$ cat src/design/spi_cmd_defines.svh
`ifndef SPI_CMD_DEFINES_SVH
`define SPI_CMD_DEFINES_SVH

// system clock rate
`define CLK_MHZ 100
// command processing window, in microseconds
`define PROC_MIN_US 100
`define PROC_MAX_US 5000
`define TIMER_W 20
// datagram length in bytes, default
`define DGRAM_BYTES_DEF 9
// command stream buffer
`define FIFO_DEPTH 4
`define CMD_W 9
// synchroniser bit positions and reset levels (select idle high, clock idle high)
`define SYNC_SEL 2
`define SYNC_SCK 1
`define SYNC_MOSI 0
`define SYNC_RST 3'b110

`endif

$ cat src/design/spi_cmd_pkg.sv
package spi_cmd_pkg;

	typedef enum logic [1:0] {ST_IDLE, ST_RECV, ST_PROC} link_state_t;

	typedef logic [7:0] cmd_byte_t;

	typedef struct packed
	{
		logic last;
		cmd_byte_t data;
	} cmd_word_t;

endpackage : spi_cmd_pkg

$ cat src/design/cmd_fifo_if.sv
`timescale 1ns/1ps
interface cmd_fifo_if #(parameter int unsigned W = 9);
	logic in_valid;
	logic in_ready;
	logic [W-1:0] in_data;
	logic out_valid;
	logic out_ready;
	logic [W-1:0] out_data;

	modport store
	(
		input in_valid,
		input in_data,
		input out_ready,
		output in_ready,
		output out_valid,
		output out_data
	);

	modport user
	(
		output in_valid,
		output in_data,
		output out_ready,
		input in_ready,
		input out_valid,
		input out_data
	);
endinterface : cmd_fifo_if

$ cat src/design/spi_command_port_busy.sv
`timescale 1ns/1ps
`include "spi_cmd_defines.svh"
module spi_command_port_busy
#(
	parameter int unsigned DGRAM_BYTES = `DGRAM_BYTES_DEF,
	parameter int unsigned PROC_MIN_CYC = `PROC_MIN_US * `CLK_MHZ,
	parameter int unsigned PROC_MAX_CYC = `PROC_MAX_US * `CLK_MHZ
)
(
	// clock and reset
	input wire logic SYS_CLK,
	input wire logic RST_N,
	// pin function selection
	input wire logic SERIAL_SEL,
	input wire logic GPIO_THREE_OUT,
	// serial link pins
	input wire logic PORT_SELECT_N,
	input wire logic SPI_SCK,
	input wire logic SPI_MOSI,
	output logic SPI_MISO,
	output logic SPI_MISO_OE,
	output logic GENERAL_PIN_THREE,
	// command bytes towards the interpreter
	output spi_cmd_pkg::cmd_byte_t CMD_DATA,
	output logic CMD_LAST,
	output logic CMD_VALID,
	input wire logic CMD_READY,
	// result from the interpreter
	input wire logic [DGRAM_BYTES*8-1:0] RESULT_DATA,
	input wire logic RESULT_VALID
);
	import spi_cmd_pkg::*;
	localparam int unsigned RW = DGRAM_BYTES * 8;
	////////////////////////////////////////////////////////////////////////////////
	// pin synchronisers
	logic [2:0] pin_raw;
	logic [2:0] pin_meta_q;
	logic [2:0] pin_sync_q;
	logic [2:0] rst_lvl;
	assign pin_raw = {PORT_SELECT_N, SPI_SCK, SPI_MOSI};
	assign rst_lvl = `SYNC_RST;
	genvar gi;
	generate
		for (gi = 0; gi < 3; gi++)
		begin : g_sync
			always_ff @(posedge SYS_CLK)
			begin
				if (!RST_N)
				begin
					pin_meta_q[gi] <= rst_lvl[gi];
					pin_sync_q[gi] <= rst_lvl[gi];
				end
				else
				begin
					pin_meta_q[gi] <= pin_raw[gi];
					pin_sync_q[gi] <= pin_meta_q[gi];
				end
			end
		end
	endgenerate
	logic sel_n, sck, mosi;
	logic sck_prev_q, sel_prev_q;
	logic sck_rise, sck_fall, dg_start, dg_end;
	assign sel_n = pin_sync_q[`SYNC_SEL];
	assign sck = pin_sync_q[`SYNC_SCK];
	assign mosi = pin_sync_q[`SYNC_MOSI];
	assign sck_rise = SERIAL_SEL && !sel_n && sck && !sck_prev_q;
	assign sck_fall = SERIAL_SEL && !sel_n && !sck && sck_prev_q;
	assign dg_start = SERIAL_SEL && !sel_n && sel_prev_q;
	assign dg_end = sel_n && !sel_prev_q;
	always_ff @(posedge SYS_CLK)
	begin
		if (!RST_N)
		begin
			sck_prev_q <= 1'b1;
			sel_prev_q <= 1'b1;
		end
		else
		begin
			sck_prev_q <= sck;
			sel_prev_q <= sel_n;
		end
	end
	////////////////////////////////////////////////////////////////////////////////
	// command buffer
	cmd_fifo_if #(.W(`CMD_W)) cf();
	cmd_fifo #(.W(`CMD_W), .DEPTH(`FIFO_DEPTH)) u_fifo
	(
		.clk(SYS_CLK),
		.rst_n(RST_N),
		.f(cf.store)
	);
	////////////////////////////////////////////////////////////////////////////////
	// link state, shifters and busy
	link_state_t state_q, state_d;
	logic [7:0] rx_q, rx_d;
	logic [2:0] bit_q, bit_d;
	logic [7:0] byte_q, byte_d;
	logic [RW-1:0] tx_q, tx_d;
	logic [RW-1:0] res_q, res_d;
	logic res_ok_q, res_ok_d;
	logic miso_q, miso_d;
	logic oe_q, oe_d;
	logic busy_q, busy_d;
	logic pin3_q, pin3_d;
	logic [`TIMER_W-1:0] timer_q, timer_d;
	logic push_q, push_d;
	cmd_word_t pword_q, pword_d;
	assign cf.in_valid = push_q;
	assign cf.in_data = pword_q;
	always_comb
	begin
		state_d = state_q;
		rx_d = rx_q;
		bit_d = bit_q;
		byte_d = byte_q;
		tx_d = tx_q;
		res_d = res_q;
		res_ok_d = res_ok_q;
		miso_d = miso_q;
		busy_d = busy_q;
		timer_d = timer_q;
		push_d = push_q;
		pword_d = pword_q;
		// a waiting byte leaves once the buffer takes it
		if (push_q && cf.in_ready)
			push_d = 1'b0;
		if (RESULT_VALID)
		begin
			res_d = RESULT_DATA;
			res_ok_d = 1'b1;
		end
		oe_d = SERIAL_SEL && !sel_n;
		case (state_q)
			ST_IDLE:
			begin
				if (dg_start)
				begin
					busy_d = 1'b1;
					state_d = ST_RECV;
					bit_d = '0;
					byte_d = '0;
					res_ok_d = 1'b0;
				end
			end
			ST_RECV:
			begin
				if (sck_rise)
				begin
					rx_d = {rx_q[6:0], mosi};
					bit_d = bit_q + 1'b1;
					if (bit_q == 3'h7 && byte_q < 8'(DGRAM_BYTES))
					begin
						byte_d = byte_q + 1'b1;
						// a stalled byte is replaced by the newer one
						push_d = 1'b1;
						pword_d.data = {rx_q[6:0], mosi};
						pword_d.last = (byte_q == 8'(DGRAM_BYTES - 1));
					end
				end
				if (sck_fall)
				begin
					// result leaves in the following datagram
					miso_d = tx_q[RW-1];
					tx_d = {tx_q[RW-2:0], 1'b0};
				end
				if (dg_end)
				begin
					timer_d = '0;
					if (byte_q == 8'(DGRAM_BYTES))
						state_d = ST_PROC;
					else
					begin
						// short frame carries no command, nothing to wait for
						state_d = ST_IDLE;
						busy_d = 1'b0;
					end
				end
			end
			ST_PROC:
			begin
				timer_d = timer_q + 1'b1;
				if (dg_start)
				begin
					// early datagram discards the result and clears the reply shifter
					state_d = ST_RECV;
					bit_d = '0;
					byte_d = '0;
					res_ok_d = 1'b0;
					tx_d = '0;
				end
				// release busy within the processing window
				else if ((res_ok_q && timer_q >= `TIMER_W'(PROC_MIN_CYC - 1))
					|| timer_q >= `TIMER_W'(PROC_MAX_CYC - 1))
				begin
					state_d = ST_IDLE;
					busy_d = 1'b0;
					// reply only what the command produced
					tx_d = res_ok_q ? res_q : '0;
				end
			end
			default:
			begin
				state_d = ST_IDLE;
				busy_d = 1'b0;
			end
		endcase
		if (sel_n)
			miso_d = 1'b0;
		// pin three carries busy in serial mode
		pin3_d = SERIAL_SEL ? busy_d : GPIO_THREE_OUT;
	end
	always_ff @(posedge SYS_CLK)
	begin
		if (!RST_N)
		begin
			state_q <= ST_IDLE;
			rx_q <= '0;
			bit_q <= '0;
			byte_q <= '0;
			tx_q <= '0;
			res_q <= '0;
			res_ok_q <= 1'b0;
			miso_q <= 1'b0;
			oe_q <= 1'b0;
			busy_q <= 1'b0;
			pin3_q <= 1'b0;
			timer_q <= '0;
			push_q <= 1'b0;
			pword_q <= '0;
		end
		else
		begin
			state_q <= state_d;
			rx_q <= rx_d;
			bit_q <= bit_d;
			byte_q <= byte_d;
			tx_q <= tx_d;
			res_q <= res_d;
			res_ok_q <= res_ok_d;
			miso_q <= miso_d;
			oe_q <= oe_d;
			busy_q <= busy_d;
			pin3_q <= pin3_d;
			timer_q <= timer_d;
			push_q <= push_d;
			pword_q <= pword_d;
		end
	end
	////////////////////////////////////////////////////////////////////////////////
	// registered command output stage
	logic cmd_valid_q, cmd_valid_d;
	cmd_word_t cmd_q, cmd_d;
	// bytes reach the interpreter as on the other port
	assign cf.out_ready = !cmd_valid_q || CMD_READY;
	always_comb
	begin
		cmd_valid_d = cf.out_ready ? cf.out_valid : cmd_valid_q;
		cmd_d = (cf.out_ready && cf.out_valid) ? cmd_word_t'(cf.out_data) : cmd_q;
	end
	always_ff @(posedge SYS_CLK)
	begin
		if (!RST_N)
		begin
			cmd_valid_q <= 1'b0;
			cmd_q <= '0;
		end
		else
		begin
			cmd_valid_q <= cmd_valid_d;
			cmd_q <= cmd_d;
		end
	end
	assign SPI_MISO = miso_q;
	assign SPI_MISO_OE = oe_q;
	assign GENERAL_PIN_THREE = pin3_q;
	assign CMD_DATA = cmd_q.data;
	assign CMD_LAST = cmd_q.last;
	assign CMD_VALID = cmd_valid_q;
endmodule : spi_command_port_busy

$ cat src/design/cmd_fifo.sv
`timescale 1ns/1ps
module cmd_fifo
#(
	parameter int unsigned W = 9,
	parameter int unsigned DEPTH = 4
)
(
	// clock and reset
	input wire logic clk,
	input wire logic rst_n,
	// both sides of the buffer
	cmd_fifo_if.store f
);
	localparam int unsigned AW = (DEPTH > 1) ? $clog2(DEPTH) : 1;

	logic [W-1:0] mem_q [DEPTH];
	logic [AW-1:0] wptr_q, wptr_d, rptr_q, rptr_d;
	logic [AW:0] count_q, count_d;
	logic push, pop;

	assign f.in_ready = (count_q != (AW+1)'(DEPTH));
	assign f.out_valid = (count_q != '0);
	assign f.out_data = mem_q[rptr_q];
	assign push = f.in_valid && f.in_ready;
	assign pop = f.out_valid && f.out_ready;

	always_comb
	begin
		wptr_d = wptr_q;
		rptr_d = rptr_q;
		count_d = count_q;
		if (push)
			wptr_d = (wptr_q == AW'(DEPTH-1)) ? '0 : wptr_q + 1'b1;
		if (pop)
			rptr_d = (rptr_q == AW'(DEPTH-1)) ? '0 : rptr_q + 1'b1;
		if (push && !pop)
			count_d = count_q + 1'b1;
		else if (pop && !push)
			count_d = count_q - 1'b1;
	end

	always_ff @(posedge clk)
	begin
		if (!rst_n)
		begin
			wptr_q <= '0;
			rptr_q <= '0;
			count_q <= '0;
		end
		else
		begin
			wptr_q <= wptr_d;
			rptr_q <= rptr_d;
			count_q <= count_d;
		end
	end

	// storage needs no reset; count guards every read
	always_ff @(posedge clk)
	begin
		if (push)
			mem_q[wptr_q] <= f.in_data;
	end
endmodule : cmd_fifo

$ cat config.mk
export PLATFORM = sky130hd
export DESIGN_NAME = spi_command_port_busy
export DESIGN_NICKNAME = d
export VERILOG_FILES = /design/src/design/spi_cmd_pkg.sv /design/src/design/cmd_fifo_if.sv /design/src/design/spi_command_port_busy.sv /design/src/design/cmd_fifo.sv
export VERILOG_INCLUDE_DIRS = /design/src /design/src/design
export SDC_FILE = /design/constraint.sdc
export NUM_CORES = 1
export LEC_CHECK = 0
export ABC_AREA = 1
export BUFFER_PORTS_ARGS = -buffer_cell sky130_fd_sc_hd__buf_4
export CAP_MARGIN = 25
export CORE_MARGIN = 5
export CORE_UTILIZATION = 64
export CTS_CLUSTER_DIAMETER = 30
export CTS_CLUSTER_SIZE = 40
export DETAILED_ROUTE_END_ITERATION = 16
export MAX_ROUTING_LAYER = met4
export PLACE_DENSITY = 0.84
export SYNTH_ARGS = -nofsm -noshare
export SYNTH_HDL_FRONTEND = slang
export SYNTH_HIERARCHICAL = 1
export SYNTH_SLANG_ARGS = --single-unit
$ cat constraint.sdc
create_clock -name SYS_CLK -period 3.5 [get_ports SYS_CLK]
set_clock_uncertainty 0.2 [all_clocks]
set_input_delay 0.7 -clock SYS_CLK [delete_from_list [all_inputs] [get_ports SYS_CLK]]
set_output_delay 0.7 -clock SYS_CLK [all_outputs]
set_load 0.05 [all_outputs]
==> results.ini, run 1 <==
[floorplanning]
die_area_um2 = 20500
die_h_um = 143
start_util_pct = 65.4
die_x_um = 143
rows = 48
core_area_um2 = 17400
ios = 94

[worst_setup_path]
slowest_stage = buf_4
required_ps = 3740
cp-startpoint = timer_q[0]
cp_slowest_stage_delay_ps = 640
crit_path_frequent_cell = nand2_1
cp_data_arrival_time_ps = 2930
end_kind = register
critPathTopFamily = simple AND/OR/NAND/NOR gates
start_kind = register
crit_chain = ha_1 > nand3_1 > nand3_1 > nand2_1 > nand2_1 > nand2_1 > nand2_1 > nand2_1 > nand4_4 > buf_4 > nand3_2 > a21oi_2
critPathBufInv = 1
crit_fanout = 55
crit_type = reg2reg
reg2reg_from = timer_q[0]

[synthesis]
synth_top_family_by_area = simple AND/OR/NAND/NOR gates
synthMuxAreaShare_pct = 0
seq_area_frac_synth_pct = 49.4
yosysWarningCount = 6
yosys.cell_types.count = 39
synth_xor_area_share_pct = 0.154
synthAdderAreaFrac_pct = 1.50
avgSynthCellArea_um2 = 8.74
synth-seq-cells = 262
synthCells = 1298
yosys.area.top_type_share_pct = 39.9
synth_nets = 1392
netlist_area_um2 = 11400
synth-simple-area-share_pct = 22.3
synth_compound_area_share_pct = 19.4
yosys.area.top_type = dfxtp_1
synth_area_leaders = dfxtp_1 (40%), edfxtp_1 (9.5%), nor2_1 (8.1%)

[finish]
nets = 1460
fillers = 1139
mostFrequentLayoutCells = nor2_1 (245), dfxtp_1 (226), nand2_1 (148), o21ai_0 (126), buf_4 (102)
num_antenna_cells = 0
drive_above_1_share_pct = 24.0
fin_cells = 1625
final_common_cell = nor2_1
syn_to_final_growth_pct = 18.2

[grt]
grt_max_degree = 91
grtUsageTotal_pct = 25.0
antenna_found_initial = 0
grt_pass1_vias = 8871
grt_pass1_wl_mm = 41.7
grt_overflow = 0

[routing]
first_pass_iters = 5
wirelength_mm = 24.8
postRouteAntennaNets = 0
wl_per_cell_um = 15.3
vias = 9157
vias_per_cell = 5.64
drt_iter0_markers = 686
drc = 0

[sta]
fin_ws_ps = 813
period_needed_ps = 2690
maxSlewHeadroom_pct = 43.6
finalCritPeriodShare_pct = 76.8
max_freq_mhz = 372
rsz0062_at_grt = false
tns_ps = 0
setup_viol = 0
drv_slew = 0
hold_viol = 0
worst_pin_slew_ps = 843

[cts]
cts_buffer_depth = 3
cts_root_buf = clkbuf_16
cts_hold_buf = 0
cts_tree = built
numCtsBuffers = 43
insertion_delay_ps = 520
cts_max_level = 2
clock-sinks = 262
post_cts_buffers = 0
clk_pin_slew_ps = 60
ctsResizeCount = 0

[worst_hold_path]
worstHoldStart = SPI_SCK
worstHoldPathType = in2reg

[placement]
dp_hpwl_mm = 14.5
place_inst = 1546
io_buffers = 93
dp_slack_ps = 800
gp_routability_congestion = 0.864

[power]
leakagePower_nw = 5.13
power_density_nw_per_um2 = 625
peakVddDrop_mv = 0.483

[job]
max_cap_violations = 0

[run_status]
status = finished clean

[worst reg2reg max path, stage by stage (launching register included)]
cell	delay (ps)
dfxtp_1	380
ha_1	230
nand3_1	170
nand3_1	120
nand2_1	50
nand2_1	60
nand2_1	50
nand2_1	60
nand2_1	100
nand4_4	100
buf_4	640
nand3_2	250
a21oi_2	200
[per-stage QoR]
| stage | total power, mW | hold WS [ps] | util (%) | cell area, um2 |
|---|---|---|---|---|
| 3_3_place_gp | 4.20 | 195 | 68.8 | 11900 |
| 3_5_place_dp | 4.23 | 198 | 68.8 | 11900 |
| 2_1_floorplan | 3.98 | 190 | - | 11400 |
| 5_1_grt | 8.70 | 164 | 77.3 | 13400 |
| 4_1_cts | 8.43 | 157 | 77.3 | 13400 |
| 6_report | 8.38 | 167 | 77.3 | 13400 |
[kinds of logic (layout without fill, tap and decap cells)]
logic type | count (synthesis) | after routing
xor gates and xnor gates | 2 | 2
adders and majority gates | 13 | 13
buffers and inverters | 161 | 263
and+or+nand+nor | 527 | 527
DFF | 262 | 262
AOI/OAI and AO/OA | 333 | 333
[routing by layer]
metal	global-route usage, %	vias to the layer above	wire length, um
met5	-	-	0
met4	8.95	0	620
met3	4.45	62	1370
met2	39.5	246	12000
met1	32.3	4321	10900
li1	-	4528	-
[state kept, by name, indices dropped and copies added, names as in the netlist, 7 cells and up, named ones only]
| register | cells |
|---|---|
| res_q | 72 |
| byte_q | 8 |
| CMD_DATA | 8 |
| rx_q | 7 |
| timer_q | 20 |
| u_fifo/mem_q | 36 |
| tx_q | 72 |
| cf.in_data | 9 |
[synth_stat cells (all sizes together)]
| library cell | instances |
|---|---|
| a21oi | 113 |
| buf | 44 |
| fa | 1 |
| clkbuf | 38 |
| nor4 | 1 |
| inv | 78 |
| nand2 | 157 |
| nand4 | 8 |
| nand3b | 1 |
| dfxtp | 226 |
| clkinv | 1 |
| edfxtp | 36 |
| ha | 12 |
| nand3 | 90 |
| a221oi | 2 |
| or2 | 5 |
| xor2 | 2 |
| a211oi | 7 |
| nor3 | 13 |
| a22o | 71 |
| nor2 | 252 |
| o22ai | 10 |
| o21ai | 130 |
[report_power, final]
group	total, mW	switching, mW	internal (mW)
logic	0.874	0.573	0.300
clock network	4.20	1.54	2.66
registers	3.31	0.126	3.19
total	8.38	2.23	6.15
[final cells by class]
class | instances | area, um2 | area share [%]
flip-flops and latches | 262 | 5610 | 41.8
clock inverters | 30 | 310 | 2.31
clock buffers | 49 | 1160 | 8.65
inverters | 79 | 307 | 2.28
well taps | 225 | 282 | 2.10
multi-input cells | 875 | 4930 | 36.7
repair buffers | 105 | 826 | 6.15
[worst paths after layout]
| check | end | slack [ps] | cells past startpoint |
|---|---|---|---|
| setup / recovery | tx_q[44] | 810 | 12 |
| hold / removal | pin_meta_q[1] | 170 | 2 |
| setup reg to reg | tx_q[44] | 810 | 12 |
| hold reg to reg | mosi | 200 | 2 |
Power figures use the tool's default switching activity.
==> run 2: changes to the inputs <==
- CORE_UTILIZATION: 64 -> 60
- PLACE_DENSITY: 0.84 -> 0.79
- clock period: 3.5 -> 2.7 ns (I/O delays scaled with it)
==> run 2 against run 1 <==
Net effect: critical path depth is the same; non-clock buffer count grew 9; critical endpoint is now tx_q[30]; first-iteration DRC count grew 3.9%; highest routed layer unchanged; clock power grew 45%; total power grew 37%; via count grew 0.50%.
==> results.ini, run 2 (synthesis gave the netlist of run 1 again) <==
[run_status]
status = finished clean

[cts]
cts_tree = built
cts_buffer_depth = 3  ; unchanged
insertion_delay_ps = 530  ; about the same
clk_pin_slew_ps = 50  ; about the same
clock-sinks = 262  ; unchanged
numCtsBuffers = 46  ; +7.0%
post_cts_buffers = 0  ; unchanged
cts_root_buf = clkbuf_16
cts_max_level = 2  ; unchanged

[grt]
grt_pass1_wl_mm = 41.8  ; +0.36%
grtUsageTotal_pct = 23.1  ; -1.8 points
grt_max_degree = 111  ; +22%
grt_pass1_vias = 8827  ; -0.50%
grt_overflow = 0  ; unchanged
antenna_found_initial = 0  ; unchanged

[floorplanning]
rows = 50  ; +4.2%
die_area_um2 = 21800  ; +6.2%
core_area_um2 = 18600  ; +7.4%
die_x_um = 148  ; +3.1%
ios = 94  ; unchanged
die_h_um = 148  ; +3.1%
start_util_pct = 60.9  ; -4.5 points

[power]
seqPwrFrac_pct = 37.3  ; -2.2 points
p_clk_share_pct = 52.9  ; +2.8 points
internal-power_mw = 8.71  ; +42%
power_mw = 11.5  ; +37%
peakVddDrop_mv = 0.740  ; +53%
power_density_nw_per_um2 = 836  ; +34%
power.share.combinational_pct = 9.8  ; -0.6 points
leakagePower_nw = 5.30  ; +3.2%
switching_share_pct = 24.4  ; -2.3 points
switchingPower_mw = 2.80  ; +25%

[finish]
fin_cells = 1649  ; +1.5%
reg.largest.list = res_q: 72 flops, tx_q: 72 flops, u_fifo/mem_q: 36 flops
mostFrequentLayoutCells = nor2_1 (245), dfxtp_1 (226), nand2_1 (148), o21ai_0 (126), buf_4 (105)
fin_area_um2 = 13800  ; +2.6%
syn_to_final_growth_pct = 21.3
postLayoutCoreUtil_pct = 73.8  ; -3.5 points
final_common_cell = nor2_1
num_antenna_cells = 0  ; unchanged
fillers = 1350  ; +19%
nets = 1472  ; +0.82%
drive_above_1_share_pct = 24.4  ; +0.38 points

[placement]
io_buffers = 93  ; unchanged
dpl_cell_area_um2 = 12100  ; +1.1%
place_inst = 1563  ; +1.1%
gp_routability_congestion = 0.844  ; -2.3%
dp_slack_ps = 369  ; -431 ps
dp_hpwl_mm = 14.8  ; +2.2%

[routing]
vias = 9203  ; +0.50%
drt_iter0_markers = 713  ; +3.9%
postRouteAntennaNets = 0  ; unchanged
vias_per_cell = 5.58  ; -0.96%
drc = 0  ; unchanged
wirelength_mm = 25.1  ; +1.2%
first_pass_iters = 5  ; unchanged
wl_per_cell_um = 15.2  ; -0.23%

[sta]
setup_viol = 0  ; unchanged
worst_pin_slew_ps = 760  ; -83.2 ps
rsz0062_at_grt = false
finalCritPeriodShare_pct = 89.6  ; +13 points
hold_viol = 0  ; unchanged
period_needed_ps = 2420  ; -268 ps
fin_ws_ps = 281  ; -532 ps
drv_slew = 0  ; unchanged
max_freq_mhz = 413  ; +11%
holdWs_ps = 18.5  ; -148 ps
maxSlewHeadroom_pct = 49.3  ; +5.7 points
tns_ps = 0  ; unchanged

[worst_setup_path]
cp_slowest_stage_delay_ps = 430  ; -210 ps
end_kind = register
ff2ff_path_depth = 12  ; unchanged
start_kind = register
crit_fanout = 30  ; -45%
cp-startpoint = timer_q[0]
crit_chain = ha_1 > nand3_1 > nand3_1 > nand2_1 > nand2_1 > nand2_1 > nand2_1 > nand2_1 > nand4_4 > buf_4 > nand3_2 > a21oi_2
crit_type = reg2reg
critPathBufInv = 1  ; unchanged
rrSetupSlack_ps = 280  ; -530 ps
required_ps = 2950  ; -790 ps
rr_endpoint = tx_q[30]
slowest_stage = buf_4
reg2reg_from = timer_q[0]
crit_path_frequent_cell = nand2_1
critPathTopFamily = simple AND/OR/NAND/NOR gates
cp_data_arrival_time_ps = 2670  ; -260 ps

[worst_hold_path]
worst_hold_path.endpoint = pin_meta_q[2]
worstHoldPathType = in2reg
hold_depth = 2  ; unchanged
worstHoldStart = PORT_SELECT_N

[job]
max_cap_violations = 0  ; unchanged

## run 2: what timing repair did
| item | 4_1_cts | 5_1_grt |
|---|---|---|
| resized for setup | 0 | 0 |
| hold endpoints to repair | 1 | 0 |
| hold buffers | 1 | 0 |
## run 2: final cells by class
cell class                 instances  area [um2]  share of cell area, %
sequential                       262        5610                   40.7
multi-input combinational        875        4930                   35.8
timing repair buffer             114         958                   6.96
tap                              234         293                   2.13
clock buffer                      67        1400                   10.2
inverter                          79         307                   2.23
clock inverter                    18         272                   1.97
## run 2: power by group through the flow
stage                     Sequential, mW  Combinational (mW)  Clock, mW
after floorplan                     4.50               0.661          0
after CTS                           4.29                1.14       6.17
after global routing                4.32                1.26       6.38
after global placement              4.36                1.09          0
final                               4.29                1.13       6.09
after detailed placement            4.37                1.12          0
## run 2: worst max path at each step
| stage | endpoint | slack (ps) | depth (start not counted) |
|---|---|---|---|
| 6_report | tx_q[30] | 280 | 12 |
| 3_5_place_dp | tx_q[0] | 370 | 13 |
| 2_1_floorplan | u_fifo/count_q[2] | 620 | 11 |
| 3_3_place_gp | tx_q[71] | 450 | 12 |
| 4_1_cts | tx_q[30] | 350 | 12 |
| 5_1_grt | tx_q[30] | 190 | 12 |
## run 2: routing by layer
metal	GRT usage (%)	wire length, um	vias to the layer above
met5	-	0	-
met1	29.7	11200	4352
met4	6.66	433	0
met2	37.5	12000	250
li1	-	-	4563
met3	4.63	1490	38
## run 2: worst reg2reg max path, delay by kind of cell, from the launching register on
family	cells	cell delay [ps]
fa+ha+maj	1	220
compound gates	1	170
flops	1	370
buf+inv	1	430
simple gates	9	970
==> run 3: changes to the inputs <==
- ABC_AREA: 1 -> not set
- SLEW_MARGIN: not set -> 15
==> run 3 against run 2 <==
Net effect: cell area rose by 1.9%; critical endpoint is now u_fifo/count_q[2]; critical path type unchanged; clock-buffer cell count fell by 9; global-route usage fell by 1.7 points.
==> results.ini, run 3 <==
[run_status]
status = finished clean

[routing]
drt_iter0_markers = 407  ; -43%
vias = 8066  ; -12%
drc = 0  ; unchanged
wirelength_mm = 23.1  ; -8.1%
vias_per_cell = 5.48  ; -1.9%
postRouteAntennaNets = 0  ; unchanged
wl_per_cell_um = 15.7  ; +2.9%
first_pass_iters = 5  ; unchanged

[synthesis]
yosys-top-cells-count = dfxtp_1 (226), nand2_1 (187), mux2i_1 (158)
avgSynthCellArea_um2 = 10.6  ; +21%
synth_most_common_cell = dfxtp_1
yosys.cell_types.count = 73  ; +87%
synth_area_leaders = dfxtp_1 (39%), mux2i_1 (14%), edfxtp_1 (9.4%)
seq_area_frac_synth_pct = 48.6  ; -0.82 points
async_flop_share_pct = 0  ; unchanged
synth-edff-count = 36  ; unchanged
synth-seq-cells = 262  ; unchanged
synth_nets = 1182  ; -15%
yosys.area.top_type_share_pct = 39.2  ; -0.66 points
netlist_area_um2 = 11500  ; +1.7%
yosys.area.top_type = dfxtp_1
synthCells = 1088  ; -16%
yosys_most_used_dff = dfxtp_1
yosysWarningCount = 6  ; unchanged

[floorplanning]
core_area_um2 = 18800  ; +1.0%
die_h_um = 149  ; +0.78%
start_util_pct = 61.3  ; +0.41 points
die_x_um = 149  ; +0.78%
rows = 50  ; unchanged
die_area_um2 = 22100  ; +1.6%
ios = 94  ; unchanged

[cts]
numCtsBuffers = 47  ; +2.2%
cts_hold_buf = 0  ; -1
cts_max_level = 2  ; unchanged
cts_root_buf = clkbuf_16
cts_buffer_depth = 3  ; unchanged
clk_pin_slew_ps = 60  ; about the same
insertion_delay_ps = 520  ; about the same
clock-sinks = 262  ; unchanged
cts_tree = built

[grt]
grt_overflow = 0  ; unchanged
antenna_found_initial = 0  ; unchanged
grt_max_degree = 80  ; -28%
grt_pass1_vias = 8060  ; -8.7%
grtUsageTotal_pct = 21.5  ; -1.7 points
grt_pass1_wl_mm = 38.8  ; -7.3%

[power]
leakagePower_nw = 5.22  ; -1.5%
power_mw = 10.6  ; -7.8%
peakVddDrop_mv = 0.836  ; +13%
power_density_nw_per_um2 = 757  ; -9.5%

[placement]
dp_hpwl_mm = 14.2  ; -3.7%
io_buffers = 93  ; unchanged
gp_routability_congestion = 0.886  ; +4.9%
dp_slack_ps = 98.0  ; -271 ps

[sta]
tns_ps = 0  ; unchanged
rsz0062_at_grt = false
maxSlewHeadroom_pct = 57.6  ; +8.3 points
hold_viol = 0  ; unchanged
worst_pin_slew_ps = 636  ; -124 ps
finalCritPeriodShare_pct = 92.2  ; +2.6 points
drv_slew = 0  ; unchanged
period_needed_ps = 2490  ; +70.7 ps
max_freq_mhz = 402  ; -2.8%
setup_viol = 0  ; unchanged
fin_ws_ps = 211  ; -70.7 ps

[worst_setup_path]
slowest_stage = dfxtp_1
required_ps = 2950  ; about the same
crit_fanout = 7  ; -77%
crit_type = reg2reg
crit_chain = or3b_1 > and2_4 > ha_1 > inv_1 > fa_1 > xor2_1 > or3_2 > a21boi_0
end_kind = register
cp_slowest_stage_delay_ps = 430  ; about the same
cp_data_arrival_time_ps = 2740  ; +70 ps
start_kind = register
critPathTopFamily = simple AND/OR/NAND/NOR gates
critPathBufInv = 1  ; unchanged
rrSetupSlack_ps = 210  ; -70 ps

[finish]
reg.largest.list = res_q: 72 flops, tx_q: 72 flops, u_fifo/mem_q: 36 flops
num_antenna_cells = 0  ; unchanged
drive_above_1_share_pct = 22.9  ; -1.5 points
mostFrequentLayoutCells = dfxtp_1 (225), nand2_1 (187), mux2i_1 (158), buf_4 (108), nor2b_1 (90)
nets = 1272  ; -14%
final_common_cell = dfxtp_1
syn_to_final_growth_pct = 21.5

[worst_hold_path]
worstHoldPathType = in2reg

[job]
max_cap_violations = 0  ; unchanged

==> run 3: worst register-to-register path, cell delays in order (launching register included) <==
cell	delay, ps
dfxtp_1	430
or3b_1	260
and2_4	190
ha_1	170
inv_1	60
fa_1	380
xor2_1	160
or3_2	400
a21boi_0	170
==> run 3: routing by layer <==
layer / vias up / part of all wire, % / GRT usage (%)
li1: 4011 / - / -
met1: 3854 / 46 / 28.1
met2: 176 / 48 / 34.7
met3: 25 / 4.4 / 3.78
met4: 0 / 1.2 / 5.54
met5: - / 0 / -
==> run 3: stage by stage <==
step,util (%),cell area (um2),hold slack (ps),std cells
finish,74.5,14000,26.1,1473
global route,74.5,14000,4.13,1473
CTS,74.4,14000,8.11,1472
detailed placement,65.4,12300,195,1388
global placement,65.4,12300,194,1388
floorplan,-,11500,186,1088
==> run 3: cell type report <==
type	count	area [um2]
inverters	14	52.6
well taps	260	325
multi-input cells	733	5310
fillers	1285	4800
repair buffers	120	1040
clock inverters	26	413
flip-flops and latches	262	5610
clock buffers	58	1280
==> run 3: logic make-up (layout without fill, tap and decap cells) <==
kind of cell / after synthesis / after routing / share of synthesized area (%)
compound gates: 146 / 146 / 10.6
xor+xnor: 11 / 11 / 0.835
fa+ha+maj: 13 / 13 / 1.47
buf+inv: 93 / 218 / 5.66
flops: 262 / 262 / 48.6
mux: 168 / 168 / 15.6
simple gates: 395 / 395 / 17.3
==> run 3: timing repair <==
| item | CTS | global route |
|---|---|---|
| resized for setup | 0 | 0 |
| setup endpoints to repair | 0 | 4 |
| setup buffers | 0 | 1 |
==> run 3: path summary, 6_finish.rpt <==
| kind | depth (start not counted) | end | from |
|---|---|---|---|
| max | 8 | u_fifo/count_q[2] | u_fifo/count_q[0] |
| min | 2 | pin_meta_q[0] | SPI_MOSI |
| max reg2reg | 8 | u_fifo/count_q[2] | u_fifo/count_q[0] |
| min reg2reg | 1 | sel_n | pin_meta_q[2] |
==> run 3: power breakdown <==
part	switching (mW)	internal, mW	total (mW)
registers	0.0445	4.02	4.07
logic	0.159	0.190	0.349
clock network	1.97	4.24	6.20
